===== src/shared/txm_regs.svh =====
// Register indices, field positions, reset values and timing bases
// Byte address of each register is four times its index
`ifndef TXM_REGS_SVH
`define TXM_REGS_SVH

`define TXM_IDX_BAND_MODE   8'h0b
`define TXM_IDX_DEV_ATT     8'h0e
`define TXM_IDX_RANGE_EXP   8'h0f
`define TXM_IDX_FREQ_DIV    8'h10
`define TXM_IDX_AMP_CTRL    8'h11
`define TXM_IDX_AMP_CLK     8'h12
`define TXM_IDX_POWER       8'h18
`define TXM_IDX_STATUS      8'h19

`define TXM_MODE_LSB        0
`define TXM_EXP_F_LSB       3
`define TXM_DEPTH_LSB       0
`define TXM_SHAPE_LSB       3
`define TXM_AMP_EN_BIT      6
`define TXM_DITHER_SEL_BIT  7
`define TXM_EXP_A_LSB       6

`define TXM_RST_REG         8'h00
`define TXM_FREQ_BASE_SH    3
`define TXM_AMP_BASE_SH     5
`define TXM_PN_LEN          15
`define TXM_PN_SEQ          15'h7ac8

`endif


===== src/shared/txm_pkg.sv =====
// Types shared by the modulation control modules
// Assumes the register header is included where offsets are needed
package txm_pkg;

    typedef enum logic [1:0] {
        TXM_CLOSED,
        TXM_OPEN,
        TXM_DIVIDER,
        TXM_AMPLITUDE
    } txm_mode_e;

    typedef logic [16:0] txm_period_t;

    // Cycles per bit: divisor times two to the shift, zero divisor as one
    function automatic txm_period_t txm_period(input logic [5:0] k,
                                               input logic [3:0] sh);
        logic [5:0] kk;
        kk = (k == 6'h00) ? 6'h01 : k;
        return txm_period_t'({11'h000, kk} << sh);
    endfunction : txm_period

endpackage : txm_pkg


===== src/shared/txm_tick_if.sv =====
// Bit clock settings and tick between the control core and its helpers
// Assumes one clock domain, pclk
interface txm_tick_if;
    logic [5:0] divisor;
    logic [3:0] shift;
    logic       tick;

    modport gen (input divisor, input shift, output tick);
    modport use_tick (input tick);
endinterface : txm_tick_if


===== src/hw/txm_top.sv =====
// Transmit modulation control: register file, mode selection, keying
// Assumes APB master on pclk; data pin and packet inputs synchronous
//
// Implementation choice: the APB slave port.
`include "txm_regs.svh"

module txm_top (
    input  wire logic        pclk,
    input  wire logic        presetn,
    input  wire logic [11:0] paddr,
    input  wire logic        psel,
    input  wire logic        penable,
    input  wire logic        pwrite,
    input  wire logic [31:0] pwdata,
    output logic      [31:0] prdata,
    output logic             pready,
    output logic             pslverr,
    input  wire logic        tx_data_pin,
    input  wire logic        tx_data_pin_driven,
    input  wire logic        packet_active,
    input  wire logic        packet_data,
    output logic             loop_enable,
    output logic             osc_mod_data,
    output logic             divider_select,
    output logic             carrier_on,
    output logic      [2:0]  pa_level,
    output logic      [2:0]  shaping_level,
    output txm_pkg::txm_mode_e active_mode
);
    import txm_pkg::*;

    // Software registers
    logic [7:0]  band_mode_ff;
    logic [7:0]  dev_att_ff;
    logic [7:0]  range_exp_ff;
    logic [7:0]  freq_div_ff;
    logic [7:0]  amp_ctrl_ff;
    logic [7:0]  amp_clk_ff;
    logic [7:0]  power_ff;

    // APB answer
    logic [31:0] prdata_ff;
    logic        pready_ff;
    logic        pslverr_ff;

    // Bit-latched state
    txm_mode_e   mode_ff;
    logic        ask_run_ff;
    logic        data_bit_ff;

    // Output flops
    logic        loop_ff;
    logic        osc_ff;
    logic        div_ff;
    logic        carrier_ff;
    logic [2:0]  pa_ff;
    logic [2:0]  shape_ff;

    // Next values
    logic        nxt_loop;
    logic        nxt_osc;
    logic        nxt_div;
    logic        nxt_carrier;
    logic [2:0]  nxt_pa;
    logic [2:0]  nxt_shape;

    txm_tick_if  f_if ();
    txm_tick_if  a_if ();

    // Register fields and control terms derived from them
    txm_mode_e   mode_field;
    logic        ask_enable;
    logic        dither_sequence_select;
    logic [2:0]  amplitude_depth_code;
    logic [2:0]  amplitude_shaping_level;
    logic [2:0]  power_level_code;
    logic        ask_req;
    logic        bit_tick;
    logic        src_data;
    logic        dither_bit;
    logic        dither_run;
    logic        ook;
    logic        zero_sym;
    logic        host_drive;

    // Bus decode
    logic [7:0]  idx;
    logic        aligned;
    logic        setup;
    logic        wr_en;
    logic        hit_rw;
    logic        hit_ro;
    logic        bad;
    logic [7:0]  rd_byte;
    logic [7:0]  status;

    assign mode_field              = txm_mode_e'(band_mode_ff[`TXM_MODE_LSB +: 2]);
    assign ask_enable              = amp_ctrl_ff[`TXM_AMP_EN_BIT];
    assign dither_sequence_select  = amp_ctrl_ff[`TXM_DITHER_SEL_BIT];
    assign amplitude_depth_code    = amp_ctrl_ff[`TXM_DEPTH_LSB +: 3];
    assign amplitude_shaping_level = amp_ctrl_ff[`TXM_SHAPE_LSB +: 3];
    assign power_level_code        = power_ff[2:0];

    // Bit clocks
    assign f_if.divisor = freq_div_ff[5:0];
    assign f_if.shift   = 4'(range_exp_ff[`TXM_EXP_F_LSB +: 3]) + 4'(`TXM_FREQ_BASE_SH);
    assign a_if.divisor = amp_clk_ff[5:0];
    assign a_if.shift   = 4'(amp_clk_ff[`TXM_EXP_A_LSB +: 2]) + 4'(`TXM_AMP_BASE_SH);

    txm_bitclk u_fclk (
        .pclk    (pclk),
        .presetn (presetn),
        .clk_if  (f_if)
    );

    txm_bitclk u_aclk (
        .pclk    (pclk),
        .presetn (presetn),
        .clk_if  (a_if)
    );

    // dither runs only in spread keying
    assign dither_run = ask_run_ff && (mode_ff == TXM_DIVIDER);

    txm_dither u_dither (
        .pclk       (pclk),
        .presetn    (presetn),
        .chip_if    (f_if),
        .run        (dither_run),
        .seq_sel    (dither_sequence_select),
        .dither_bit (dither_bit)
    );

    // amplitude request, spread variant on mode two
    assign ask_req    = ask_enable && (mode_field == TXM_AMPLITUDE || mode_field == TXM_DIVIDER);
    // bits pace on the clock of the running mode
    assign bit_tick   = ask_run_ff ? a_if.tick : f_if.tick;
    assign host_drive = tx_data_pin_driven;
    assign src_data   = host_drive ? tx_data_pin : packet_data;

    // on-off keying when power at or below depth
    assign ook      = power_level_code <= amplitude_depth_code;
    assign zero_sym = ask_run_ff && !data_bit_ff;

    // loop opens only in open-loop frequency mode
    assign nxt_loop = !(mode_ff == TXM_OPEN && !ask_run_ff && (host_drive || packet_active));
    // oscillator modes carry the data bit
    assign nxt_osc  = !ask_run_ff && (mode_ff == TXM_CLOSED || mode_ff == TXM_OPEN) && data_bit_ff;
    // divider select from data or dither
    assign nxt_div  = (mode_ff == TXM_DIVIDER) && (ask_run_ff ? dither_bit : data_bit_ff);
    // zero symbol level is the depth code, carrier off under on-off keying
    assign nxt_carrier = !(zero_sym && ook);
    assign nxt_pa      = !zero_sym ? power_level_code : (ook ? 3'h0 : amplitude_depth_code);
    // shaping applied only while keying amplitude
    assign nxt_shape   = ask_run_ff ? amplitude_shaping_level : 3'h0;

    // Bit boundary latch
    always_ff @(posedge pclk or negedge presetn) begin
        if (!presetn) begin
            mode_ff     <= TXM_CLOSED;
            ask_run_ff  <= 1'b0;
            data_bit_ff <= 1'b0;
        end else if (bit_tick) begin
            mode_ff     <= mode_field;
            ask_run_ff  <= ask_req;
            data_bit_ff <= src_data;
        end
    end

    always_ff @(posedge pclk or negedge presetn) begin
        if (!presetn) begin
            loop_ff    <= 1'b1;
            osc_ff     <= 1'b0;
            div_ff     <= 1'b0;
            carrier_ff <= 1'b1;
            pa_ff      <= 3'h0;
            shape_ff   <= 3'h0;
        end else begin
            loop_ff    <= nxt_loop;
            osc_ff     <= nxt_osc;
            div_ff     <= nxt_div;
            carrier_ff <= nxt_carrier;
            pa_ff      <= nxt_pa;
            shape_ff   <= nxt_shape;
        end
    end

    // APB slave, no wait states
    assign idx     = paddr[9:2];
    assign aligned = (paddr[1:0] == 2'b00) && (paddr[11:10] == 2'b00);
    assign setup   = psel && !penable;
    assign wr_en   = psel && penable && pready_ff && pwrite && !pslverr_ff;
    assign hit_rw  = aligned && (idx == `TXM_IDX_BAND_MODE || idx == `TXM_IDX_DEV_ATT
                   || idx == `TXM_IDX_RANGE_EXP || idx == `TXM_IDX_FREQ_DIV
                   || idx == `TXM_IDX_AMP_CTRL || idx == `TXM_IDX_AMP_CLK
                   || idx == `TXM_IDX_POWER);
    assign hit_ro  = aligned && idx == `TXM_IDX_STATUS;
    assign bad     = !(hit_rw || (hit_ro && !pwrite));
    assign status  = {2'b00, data_bit_ff, ask_run_ff, carrier_ff, loop_ff, 2'(mode_ff)};

    always_comb begin
        rd_byte = 8'h00;
        unique case (idx)
            `TXM_IDX_BAND_MODE: rd_byte = band_mode_ff;
            `TXM_IDX_DEV_ATT:   rd_byte = dev_att_ff;
            `TXM_IDX_RANGE_EXP: rd_byte = range_exp_ff;
            `TXM_IDX_FREQ_DIV:  rd_byte = freq_div_ff;
            `TXM_IDX_AMP_CTRL:  rd_byte = amp_ctrl_ff;
            `TXM_IDX_AMP_CLK:   rd_byte = amp_clk_ff;
            `TXM_IDX_POWER:     rd_byte = {5'h00, power_ff[2:0]};
            `TXM_IDX_STATUS:    rd_byte = status;
            default:            rd_byte = 8'h00;
        endcase
    end

    always_ff @(posedge pclk or negedge presetn) begin
        if (!presetn) begin
            pready_ff  <= 1'b0;
            pslverr_ff <= 1'b0;
            prdata_ff  <= 32'h0000_0000;
        end else begin
            pready_ff  <= setup;
            pslverr_ff <= setup && bad;
            if (setup) begin
                prdata_ff <= (aligned && !pwrite) ? {24'h00_0000, rd_byte} : 32'h0000_0000;
            end
        end
    end

    always_ff @(posedge pclk or negedge presetn) begin
        if (!presetn) begin
            band_mode_ff <= `TXM_RST_REG;
            dev_att_ff   <= `TXM_RST_REG;
            range_exp_ff <= `TXM_RST_REG;
            freq_div_ff  <= `TXM_RST_REG;
            amp_ctrl_ff  <= `TXM_RST_REG;
            amp_clk_ff   <= `TXM_RST_REG;
            power_ff     <= `TXM_RST_REG;
        end else if (wr_en) begin
            if (idx == `TXM_IDX_BAND_MODE) band_mode_ff <= pwdata[7:0];
            if (idx == `TXM_IDX_DEV_ATT)   dev_att_ff   <= pwdata[7:0];
            if (idx == `TXM_IDX_RANGE_EXP) range_exp_ff <= pwdata[7:0];
            if (idx == `TXM_IDX_FREQ_DIV)  freq_div_ff  <= pwdata[7:0];
            if (idx == `TXM_IDX_AMP_CTRL)  amp_ctrl_ff  <= pwdata[7:0];
            if (idx == `TXM_IDX_AMP_CLK)   amp_clk_ff   <= pwdata[7:0];
            if (idx == `TXM_IDX_POWER)     power_ff     <= {5'h00, pwdata[2:0]};
        end
    end

    assign prdata         = prdata_ff;
    assign pready         = pready_ff;
    assign pslverr        = pslverr_ff;
    assign loop_enable    = loop_ff;
    assign osc_mod_data   = osc_ff;
    assign divider_select = div_ff;
    assign carrier_on     = carrier_ff;
    assign pa_level       = pa_ff;
    assign shaping_level  = shape_ff;
    assign active_mode    = mode_ff;
endmodule : txm_top


===== src/hw/txm_bitclk.sv =====
// Bit clock divider: one tick every divisor times 2^shift cycles
// Assumes settings written by software, held stable between bits
module txm_bitclk (
    input  wire logic  pclk,
    input  wire logic  presetn,
    txm_tick_if.gen    clk_if
);
    import txm_pkg::*;

    txm_period_t cnt_ff;
    txm_period_t nxt_cnt;
    logic        tick_ff;
    logic        wrap;

    assign wrap    = cnt_ff >= (txm_period(clk_if.divisor, clk_if.shift) - 17'h0_0001);
    assign nxt_cnt = wrap ? 17'h0_0000 : cnt_ff + 17'h0_0001;
    assign clk_if.tick = tick_ff;

    always_ff @(posedge pclk or negedge presetn) begin
        if (!presetn) begin
            cnt_ff  <= 17'h0_0000;
            tick_ff <= 1'b0;
        end else begin
            cnt_ff  <= nxt_cnt;
            tick_ff <= wrap;
        end
    end
endmodule : txm_bitclk


===== src/hw/txm_dither.sv =====
// Dither bit source for spread amplitude keying
// Assumes one tick per dither chip from the frequency bit clock
`include "txm_regs.svh"
module txm_dither (
    input  wire logic  pclk,
    input  wire logic  presetn,
    txm_tick_if.use_tick chip_if,
    input  wire logic  run,
    input  wire logic  seq_sel,
    output logic       dither_bit
);
    import txm_pkg::*;

    localparam logic [14:0] SEQ = `TXM_PN_SEQ;

    logic [3:0] idx_ff;
    logic       bit_ff;
    logic [3:0] nxt_idx;
    logic       nxt_bit;

    assign nxt_idx = (idx_ff == 4'(`TXM_PN_LEN - 1)) ? 4'h0 : idx_ff + 4'h1;
    assign nxt_bit = seq_sel ? SEQ[4'(`TXM_PN_LEN - 1) - idx_ff] : ~bit_ff;
    assign dither_bit = bit_ff;

    always_ff @(posedge pclk or negedge presetn) begin
        if (!presetn) begin
            idx_ff <= 4'h0;
            bit_ff <= 1'b0;
        end else if (!run) begin
            idx_ff <= 4'h0;
            bit_ff <= 1'b0;
        end else if (chip_if.tick) begin
            idx_ff <= seq_sel ? nxt_idx : 4'h0;
            bit_ff <= nxt_bit;
        end
    end
endmodule : txm_dither


===== config.mk =====
export PLATFORM = sky130hd
export DESIGN_NAME = txm_top
export DESIGN_NICKNAME = d
export VERILOG_FILES = /design/src/shared/txm_pkg.sv /design/src/shared/txm_tick_if.sv /design/src/hw/txm_top.sv /design/src/hw/txm_bitclk.sv /design/src/hw/txm_dither.sv
export VERILOG_INCLUDE_DIRS = /design/src /design/src/shared
export SDC_FILE = /design/constraint.sdc
export NUM_CORES = 1
export LEC_CHECK = 0
export BUFFER_PORTS_ARGS = -buffer_cell sky130_fd_sc_hd__buf_2
export CAP_MARGIN = 5
export CORE_ASPECT_RATIO = 0.6
export CORE_MARGIN = 4
export CORE_UTILIZATION = 45
export CTS_CLUSTER_SIZE = 25
export DETAILED_ROUTE_END_ITERATION = 10
export GPL_ROUTABILITY_DRIVEN = 1
export PLACE_DENSITY = 0.74
export SYNTH_ARGS = -nofsm -noshare
export SYNTH_HDL_FRONTEND = slang
export SYNTH_HIERARCHICAL = 1
export SYNTH_SLANG_ARGS = --single-unit
export TNS_END_PERCENT = 1

===== constraint.sdc =====
create_clock -name pclk -period 10.7 [get_ports pclk]
set_input_delay 2.14 -clock pclk [delete_from_list [all_inputs] [get_ports pclk]]
set_output_delay 2.14 -clock pclk [all_outputs]
set_load 0.005 [all_outputs]

======== Word-level counts from Yosys, hierarchy flattened ========
Memory sizes are Yosys's and may differ from the RTL's.
Cells that the tools add are included.
cells by class
  $add $sub $neg .......................... 8
  magnitude comparators ................... 4
  eq/ne operators ......................... 14
  shift operators ......................... 2
  muxes and demuxes ....................... 20
  bitwise logic cells ..................... 1
  reduce and logical (&&, ||, !) cells .... 50
operator list
  operator                                             count
  one-hot mux 8 bit (8 select lines)                   1
  equality test 8 x 5 -> 1 bit, second input constant  5
  adder 17 x 1 -> 17 bit, second input constant        2
  >= comparator 17 bit                                 2
  2-to-1 mux 17 bit                                    2
  << shifter 6 x 4 -> 17 bit                           2
  subtractor 17 x 1 -> 17 bit, second input constant   2
  equality test 8 x 4 -> 1 bit, second input constant  3
  logical AND 1 bit                                    20
  2-to-1 mux 4 bit                                     4
  AND reduction 2 bit                                  7
  zero test 6 bit                                      2
  2-to-1 mux 6 bit                                     2
  logical OR 1 bit                                     10
  2-to-1 mux 3 bit                                     3
  zero test 1 bit                                      8
  2-to-1 mux 8 bit                                     1
  2-to-1 mux 1 bit                                     7
  equality test 2 bit, second input constant           3
  zero test 2 bit                                      3
  < comparator 4 x 5 -> 1 bit, second input constant   1
  adder 2 x 3 -> 4 bit, second input constant          1
  adder 3 x 2 -> 4 bit, second input constant          1
  adder 4 x 1 -> 4 bit, second input constant          1
  other kinds (6)                                      6
word-level totals
  bits in registers ....................... 140
  ROM bits ................................ 16
  input bits .............................. 53
  output and inout port bits .............. 46
  word-level logic and storage cells ...... 125
  memories ................................ 1
memory list
  memory            words  width  read ports  clocked after Yosys merged registers in  write ports  line              RTL
  (name not given)  16     1      1           0                                        0            txm_dither.sv:22  assign nxt_bit = seq_sel ? SEQ[4'(`TXM_PN_LEN - 1) - idx_ff] : ~bit_ff;

======== Longest topological paths before layout ========
  depth in word-level cells ............... 11
  mapped depth ............................ 20
  depth with buffers taken out ............ 18

======== Cells and area by module ========
Netlist, hierarchy kept.
modules (own cells, without submodules)
  module                instances  cells an instance  area each (um^2)  seq. area each (um^2)
  txm_top               1          321                3,848.7           1,879.3
  txm_bitclk at u_fclk  1          263                2,262.2           450.4
  txm_bitclk at u_aclk  1          238                2,062.0           450.4
  txm_dither            1          30                 305.3             125.1

======== Worst setup path before layout ========
No wires, ideal clock.
  path kind ............................... register to register
  start ................................... register range_exp_ff[3]
  end ..................................... register u_fclk.cnt_ff[10]
  setup time .............................. 136 ps
  data arrival time ....................... 3,967 ps
  data required time ...................... 10,564 ps
  slack ................................... 6,597 ps
  cell stages (with the launch flop) ...... 17
  buffers on the path ..................... 2
  period minus slack after synthesis ...... 4,103 ps
  cells stage by stage .................... dfrtp_1 -> inv_1 -> ha_1 -> xnor2_1 -> buf_4 -> inv_1 -> or3_1 -> o221ai_1 -> a31oi_4 -> or4b_4 -> xnor2_1 -> ha_1 -> and4_1 -> o21ai_0 -> a2111oi_2 -> clkbuf_1 -> nor3_1
between the ends
  longest elaborated chain between the ends .. 5
RTL lines
  what                          line              RTL
  start: declaration            txm_top.sv:35     logic [7:0] range_exp_ff;
  start signal: assignment      txm_top.sv:234    range_exp_ff <= `TXM_RST_REG;
  start signal: assignment      txm_top.sv:242    if (idx == `TXM_IDX_RANGE_EXP) range_exp_ff <= pwdata[7:0];
  adder 3 x 2 -> 4 bit          txm_top.sv:106    assign f_if.shift = 4'(range_exp_ff[`TXM_EXP_F_LSB +: 3]) + 4'(`TXM_FREQ_BASE_SH);
  named net f_if.shift[0]       txm_tick_if.sv:5  logic [3:0] shift;
  << shifter 6 x 4 -> 17 bit    txm_pkg.sv:19     return txm_period_t'({11'h000, kk} << sh);
  subtractor 17 x 1 -> 17 bit   txm_bitclk.sv:15  assign wrap = cnt_ff >= (txm_period(clk_if.divisor, clk_if.shift) - 17'h0_0001);
  >= comparator 17 bit          txm_bitclk.sv:15
  2-to-1 mux 17 bit             txm_bitclk.sv:16  assign nxt_cnt = wrap ? 17'h0_0000 : cnt_ff + 17'h0_0001;
  named net u_fclk.nxt_cnt[10]  txm_bitclk.sv:11  txm_period_t nxt_cnt;
  end signal: assignment        txm_bitclk.sv:24  cnt_ff <= nxt_cnt;
  end: declaration              txm_bitclk.sv:10  txm_period_t cnt_ff;
The timed path passes the listed nets, and every way through them passes these cells.
A chain may end at the register's enable or synchronous reset.

======== Worst setup path in the final report ========
  start ................................... register range_exp_ff[3]
  end ..................................... register u_fclk.tick_ff (netlist: u_fclk/clk_if.tick)
between the ends
  longest elaborated chain between the ends .. 4
RTL lines
  what                         line              RTL
  adder 3 x 2 -> 4 bit         txm_top.sv:106
  named net f_if.shift[0]      txm_tick_if.sv:5
  << shifter 6 x 4 -> 17 bit   txm_pkg.sv:19
  subtractor 17 x 1 -> 17 bit  txm_bitclk.sv:15
  >= comparator 17 bit         txm_bitclk.sv:15
  named net u_fclk.wrap        txm_bitclk.sv:13  logic wrap;
  end signal: assignment       txm_bitclk.sv:25  tick_ff <= wrap;
  end: declaration             txm_bitclk.sv:12  logic tick_ff;
The timed path passes the listed nets, and every way through them passes these cells.

==> qor.yml <==
outcome: "finished, final reports clean"
overflow: 0
syn_area_per_cell_um2: 9.95
critPathTopFamily: "compound AO/OA/AOI/OAI gates"
reg2reg_slack_ns: 5.46
clock_sinks: 116
nets: 987
path_buf_inv: 4
cp_cell_sequence: "inv_1 -> ha_1 -> inv_1 -> buf_4 -> inv_2 -> or3_1 -> o221ai_1 -> a31oi_4 -> nor4b_1 -> xor2_1 -> ha_1 -> o21a_1 -> o21ai_0 -> a21oi_1 -> a211o_1 -> or2_1"
synthFlopType: "dfrtp_1"
finalSetupTns_ns: 0
gp_congestion: 0.941
cp.arrival_ns: 5.54
post-route-min-period_ns: 5.24
synth_cell_types: 108
synth_area_mm2: 0.00848
antennaDiodeCount: 0
path_max_fanout: 24
slew_headroom_pct: 35.0
cts_setup_buffers: 0
clock.fmax_ghz: 0.191
root_buffer: "clkbuf_16"
crit_path_end: "u_fclk/clk_if.tick"
worstPathRequired_ns: 11.00
drt_wl_total_um: 21400
cap_violations: 0
core_region_area_mm2: 0.0183
std_cell_rows: 38
vias: 6867
drtPass1Iterations: 7
synthCells: 852
total_power_uw: 1250
die_x_um: 185
cts_hold_buf: 0
clk_pin_slew_ns: 0.06
leakage_uw: 0.00428
rsz0062_at_grt: "false"
worst_path_largest_cell_delay_ns: 0.55
final_common_cell: "dfrtp_1"
final.setup_skew_ns: 0.00790
ys_warn_count: 6
cts_tree: "done"
grt_max_degree: 76
portBuffers: 50
fill_cells: 1616
initial_core_util_pct: 46.4
r2r.worst_path.cells: 16
worstSetupEndpointType: "flip-flop"
syn_to_final_growth_pct: 10.1
timing.final.hold_violations: 0
min_period_over_period_pct: 48.9
worst_pin_slew_ns: 0.975
die_h_um: 114
clock_latency_ns: 0.42
start_kind: "flip-flop"
htree_num_levels: 4
ir_drop_mv: 0.0835
wl_per_cell_um: 18.8
hp-class: "flip-flop to flip-flop"
die_area_mm2: 0.0212
clockBufferDepth: 2
ioPinCount: 99
final_cell_mix: "114 x dfrtp_1, 58 x nor2_1, 52 x nand2_1"
synth_enable_flop_cells: 0
drive_above_1_share_pct: 20.8
cts_resized: 0
ant_nets: 0
startpoint: "range_exp_ff[3]"
numCtsBuffers: 17
timing.rr.start: "range_exp_ff[3]"
dp.final_hpwl_um: 15900
ys_ff_latch: 116
drc: 0
grt_pass1_wl_um: 35100
power_density_mw_per_mm2: 134
vias_per_cell: 6.02
setup_viol: 0
critical_path_class: "flip-flop to flip-flop"
rr_endpoint: "u_fclk/clk_if.tick"
drv_slew: 0
synth-seq-area-share_pct: 34.3
gr-usage-all-layers_pct: 21.0
grt_pass1_vias: 6352
async_flop_share_pct: 100
crit_cells: 16
antenna_found_initial: 0
drtIter0Drc: 888
critPathSlowestCell: "inv_1"
metrics by stage:
| step | utilization [%] | hold WS (ns) | instance area [um2] | std cells | setup slack, ns |
|---|---|---|---|---|---|
| 2_1_floorplan | - | 0.424 | 8560 | 875 | 6.60 |
| 3_5_place_dp | 48.0 | 0.479 | 8770 | 1109 | 5.61 |
| 6_report | 51.1 | 0.490 | 9330 | 1141 | 5.46 |
| 3_3_place_gp | 48.0 | 0.466 | 8770 | 1109 | 5.68 |
| 5_1_grt | 51.1 | 0.520 | 9330 | 1141 | 5.19 |
| 4_1_cts | 51.1 | 0.494 | 9330 | 1141 | 5.57 |
registers in the layout, summed over array words and instances, names as in the netlist, 4 cells and up:
register and flops:
dev_att_ff 8, u_aclk/cnt_ff 17, band_mode_ff 8, amp_clk_ff 8
prdata 8, u_fclk/cnt_ff 17, freq_div_ff 8, u_dither/idx_ff 4
range_exp_ff 8, amp_ctrl_ff 8
worst min-delay path by stage:
| stage | from | endpoint | slack, ns | cells after the start |
|---|---|---|---|---|
| after CTS | prdata[6] | prdata[6] | 0.49 | 2 |
| after global placement | prdata[7] | prdata[7] | 0.47 | 2 |
| after global routing | range_exp_ff[7] | range_exp_ff[7] | 0.52 | 1 |
| after detailed placement | prdata[6] | prdata[6] | 0.48 | 2 |
| final | prdata[6] | prdata[6] | 0.49 | 2 |
| after floorplan | u_aclk/clk_if.tick | ask_run_ff | 0.42 | 1 |
synthesized netlist by cell type (6+ instances only):
cell       count  share of area (%)
nor3_1        30                1.8
and4_1         6               0.62
buf_2         12               0.71
a22oi_1       12                1.1
o21ai_1        6               0.35
o21ai_0       20                1.2
xor2_1        31                3.2
clkbuf_1      15               0.66
a22o_1         8               0.83
nor2b_1       12               0.89
ha_1          46                6.8
buf_4         26                2.3
o21a_1        11               0.97
inv_1         20               0.89
nand3_1       27                1.6
mux2i_1       26                3.1
a21o_1         9               0.80
xnor2_1       20                2.1
a21oi_1       22                1.3
nor4_1         8               0.59
nand2_1       52                2.3
and2_1         6               0.44
dfrtp_1      114                 34
and3_1         7               0.52
nand2b_1      18                1.3
nor2_1        58                2.6
mux2_4        10                1.8
mux2_2        50                6.6
o2bb2ai_1      7               0.72
nand4_1       19                1.4
layer usage:
metal | GRT usage, % | wire length [um]
met2 | 26.2 | 8050
met5 | 1.65 | 46
met4 | 5.03 | 212
met3 | 5.84 | 2130
met1 | 34.5 | 11000
worst register-to-register path, delay by kind of cell, from the launching register on:
family,cells,cell delay [ns]
AO/OA/AOI/OAI,6,1.78
AND/OR/NAND/NOR,3,1.13
buffers and inverters,4,1.03
adder cells (fa/ha/maj),2,0.60
flip-flops,1,0.41
XOR/XNOR,1,0.18
power by group:
| group | leakage, uW | internal, uW | switching [uW] |
|---|---|---|---|
| Sequential | 0.00159 | 467 | 38.1 |
| Combinational | 0.00241 | 78.8 | 118 |
| Clock | 0.000272 | 353 | 196 |
cell type report:
type	count	area [um2]	area share (%)
Clock buffer	26	479	5.13
Clock inverter	6	82.6	0.885
Inverter	22	82.6	0.885
Multi-Input combinational cell	675	5180	55.6
Sequential cell	116	2910	31.1
Tap cell	240	300	3.22
Timing Repair Buffer	56	298	3.19
cells by family (layout without fill, tap and decap cells):
kind of cell | count (synthesis) | count (layout) | synth area share (%)
muxes | 92 | 92 | 12.3
AOI/OAI and AO/OA | 170 | 170 | 16.1
DFF | 116 | 116 | 34.3
adders and majority gates | 46 | 46 | 6.79
and+or+nand+nor | 292 | 292 | 19.6
xor gates and xnor gates | 51 | 51 | 5.27
other | 1 | 24 | 0.0442
buffers and inverters | 84 | 110 | 5.59
Note: power is estimated with default switching activity, not from simulation.
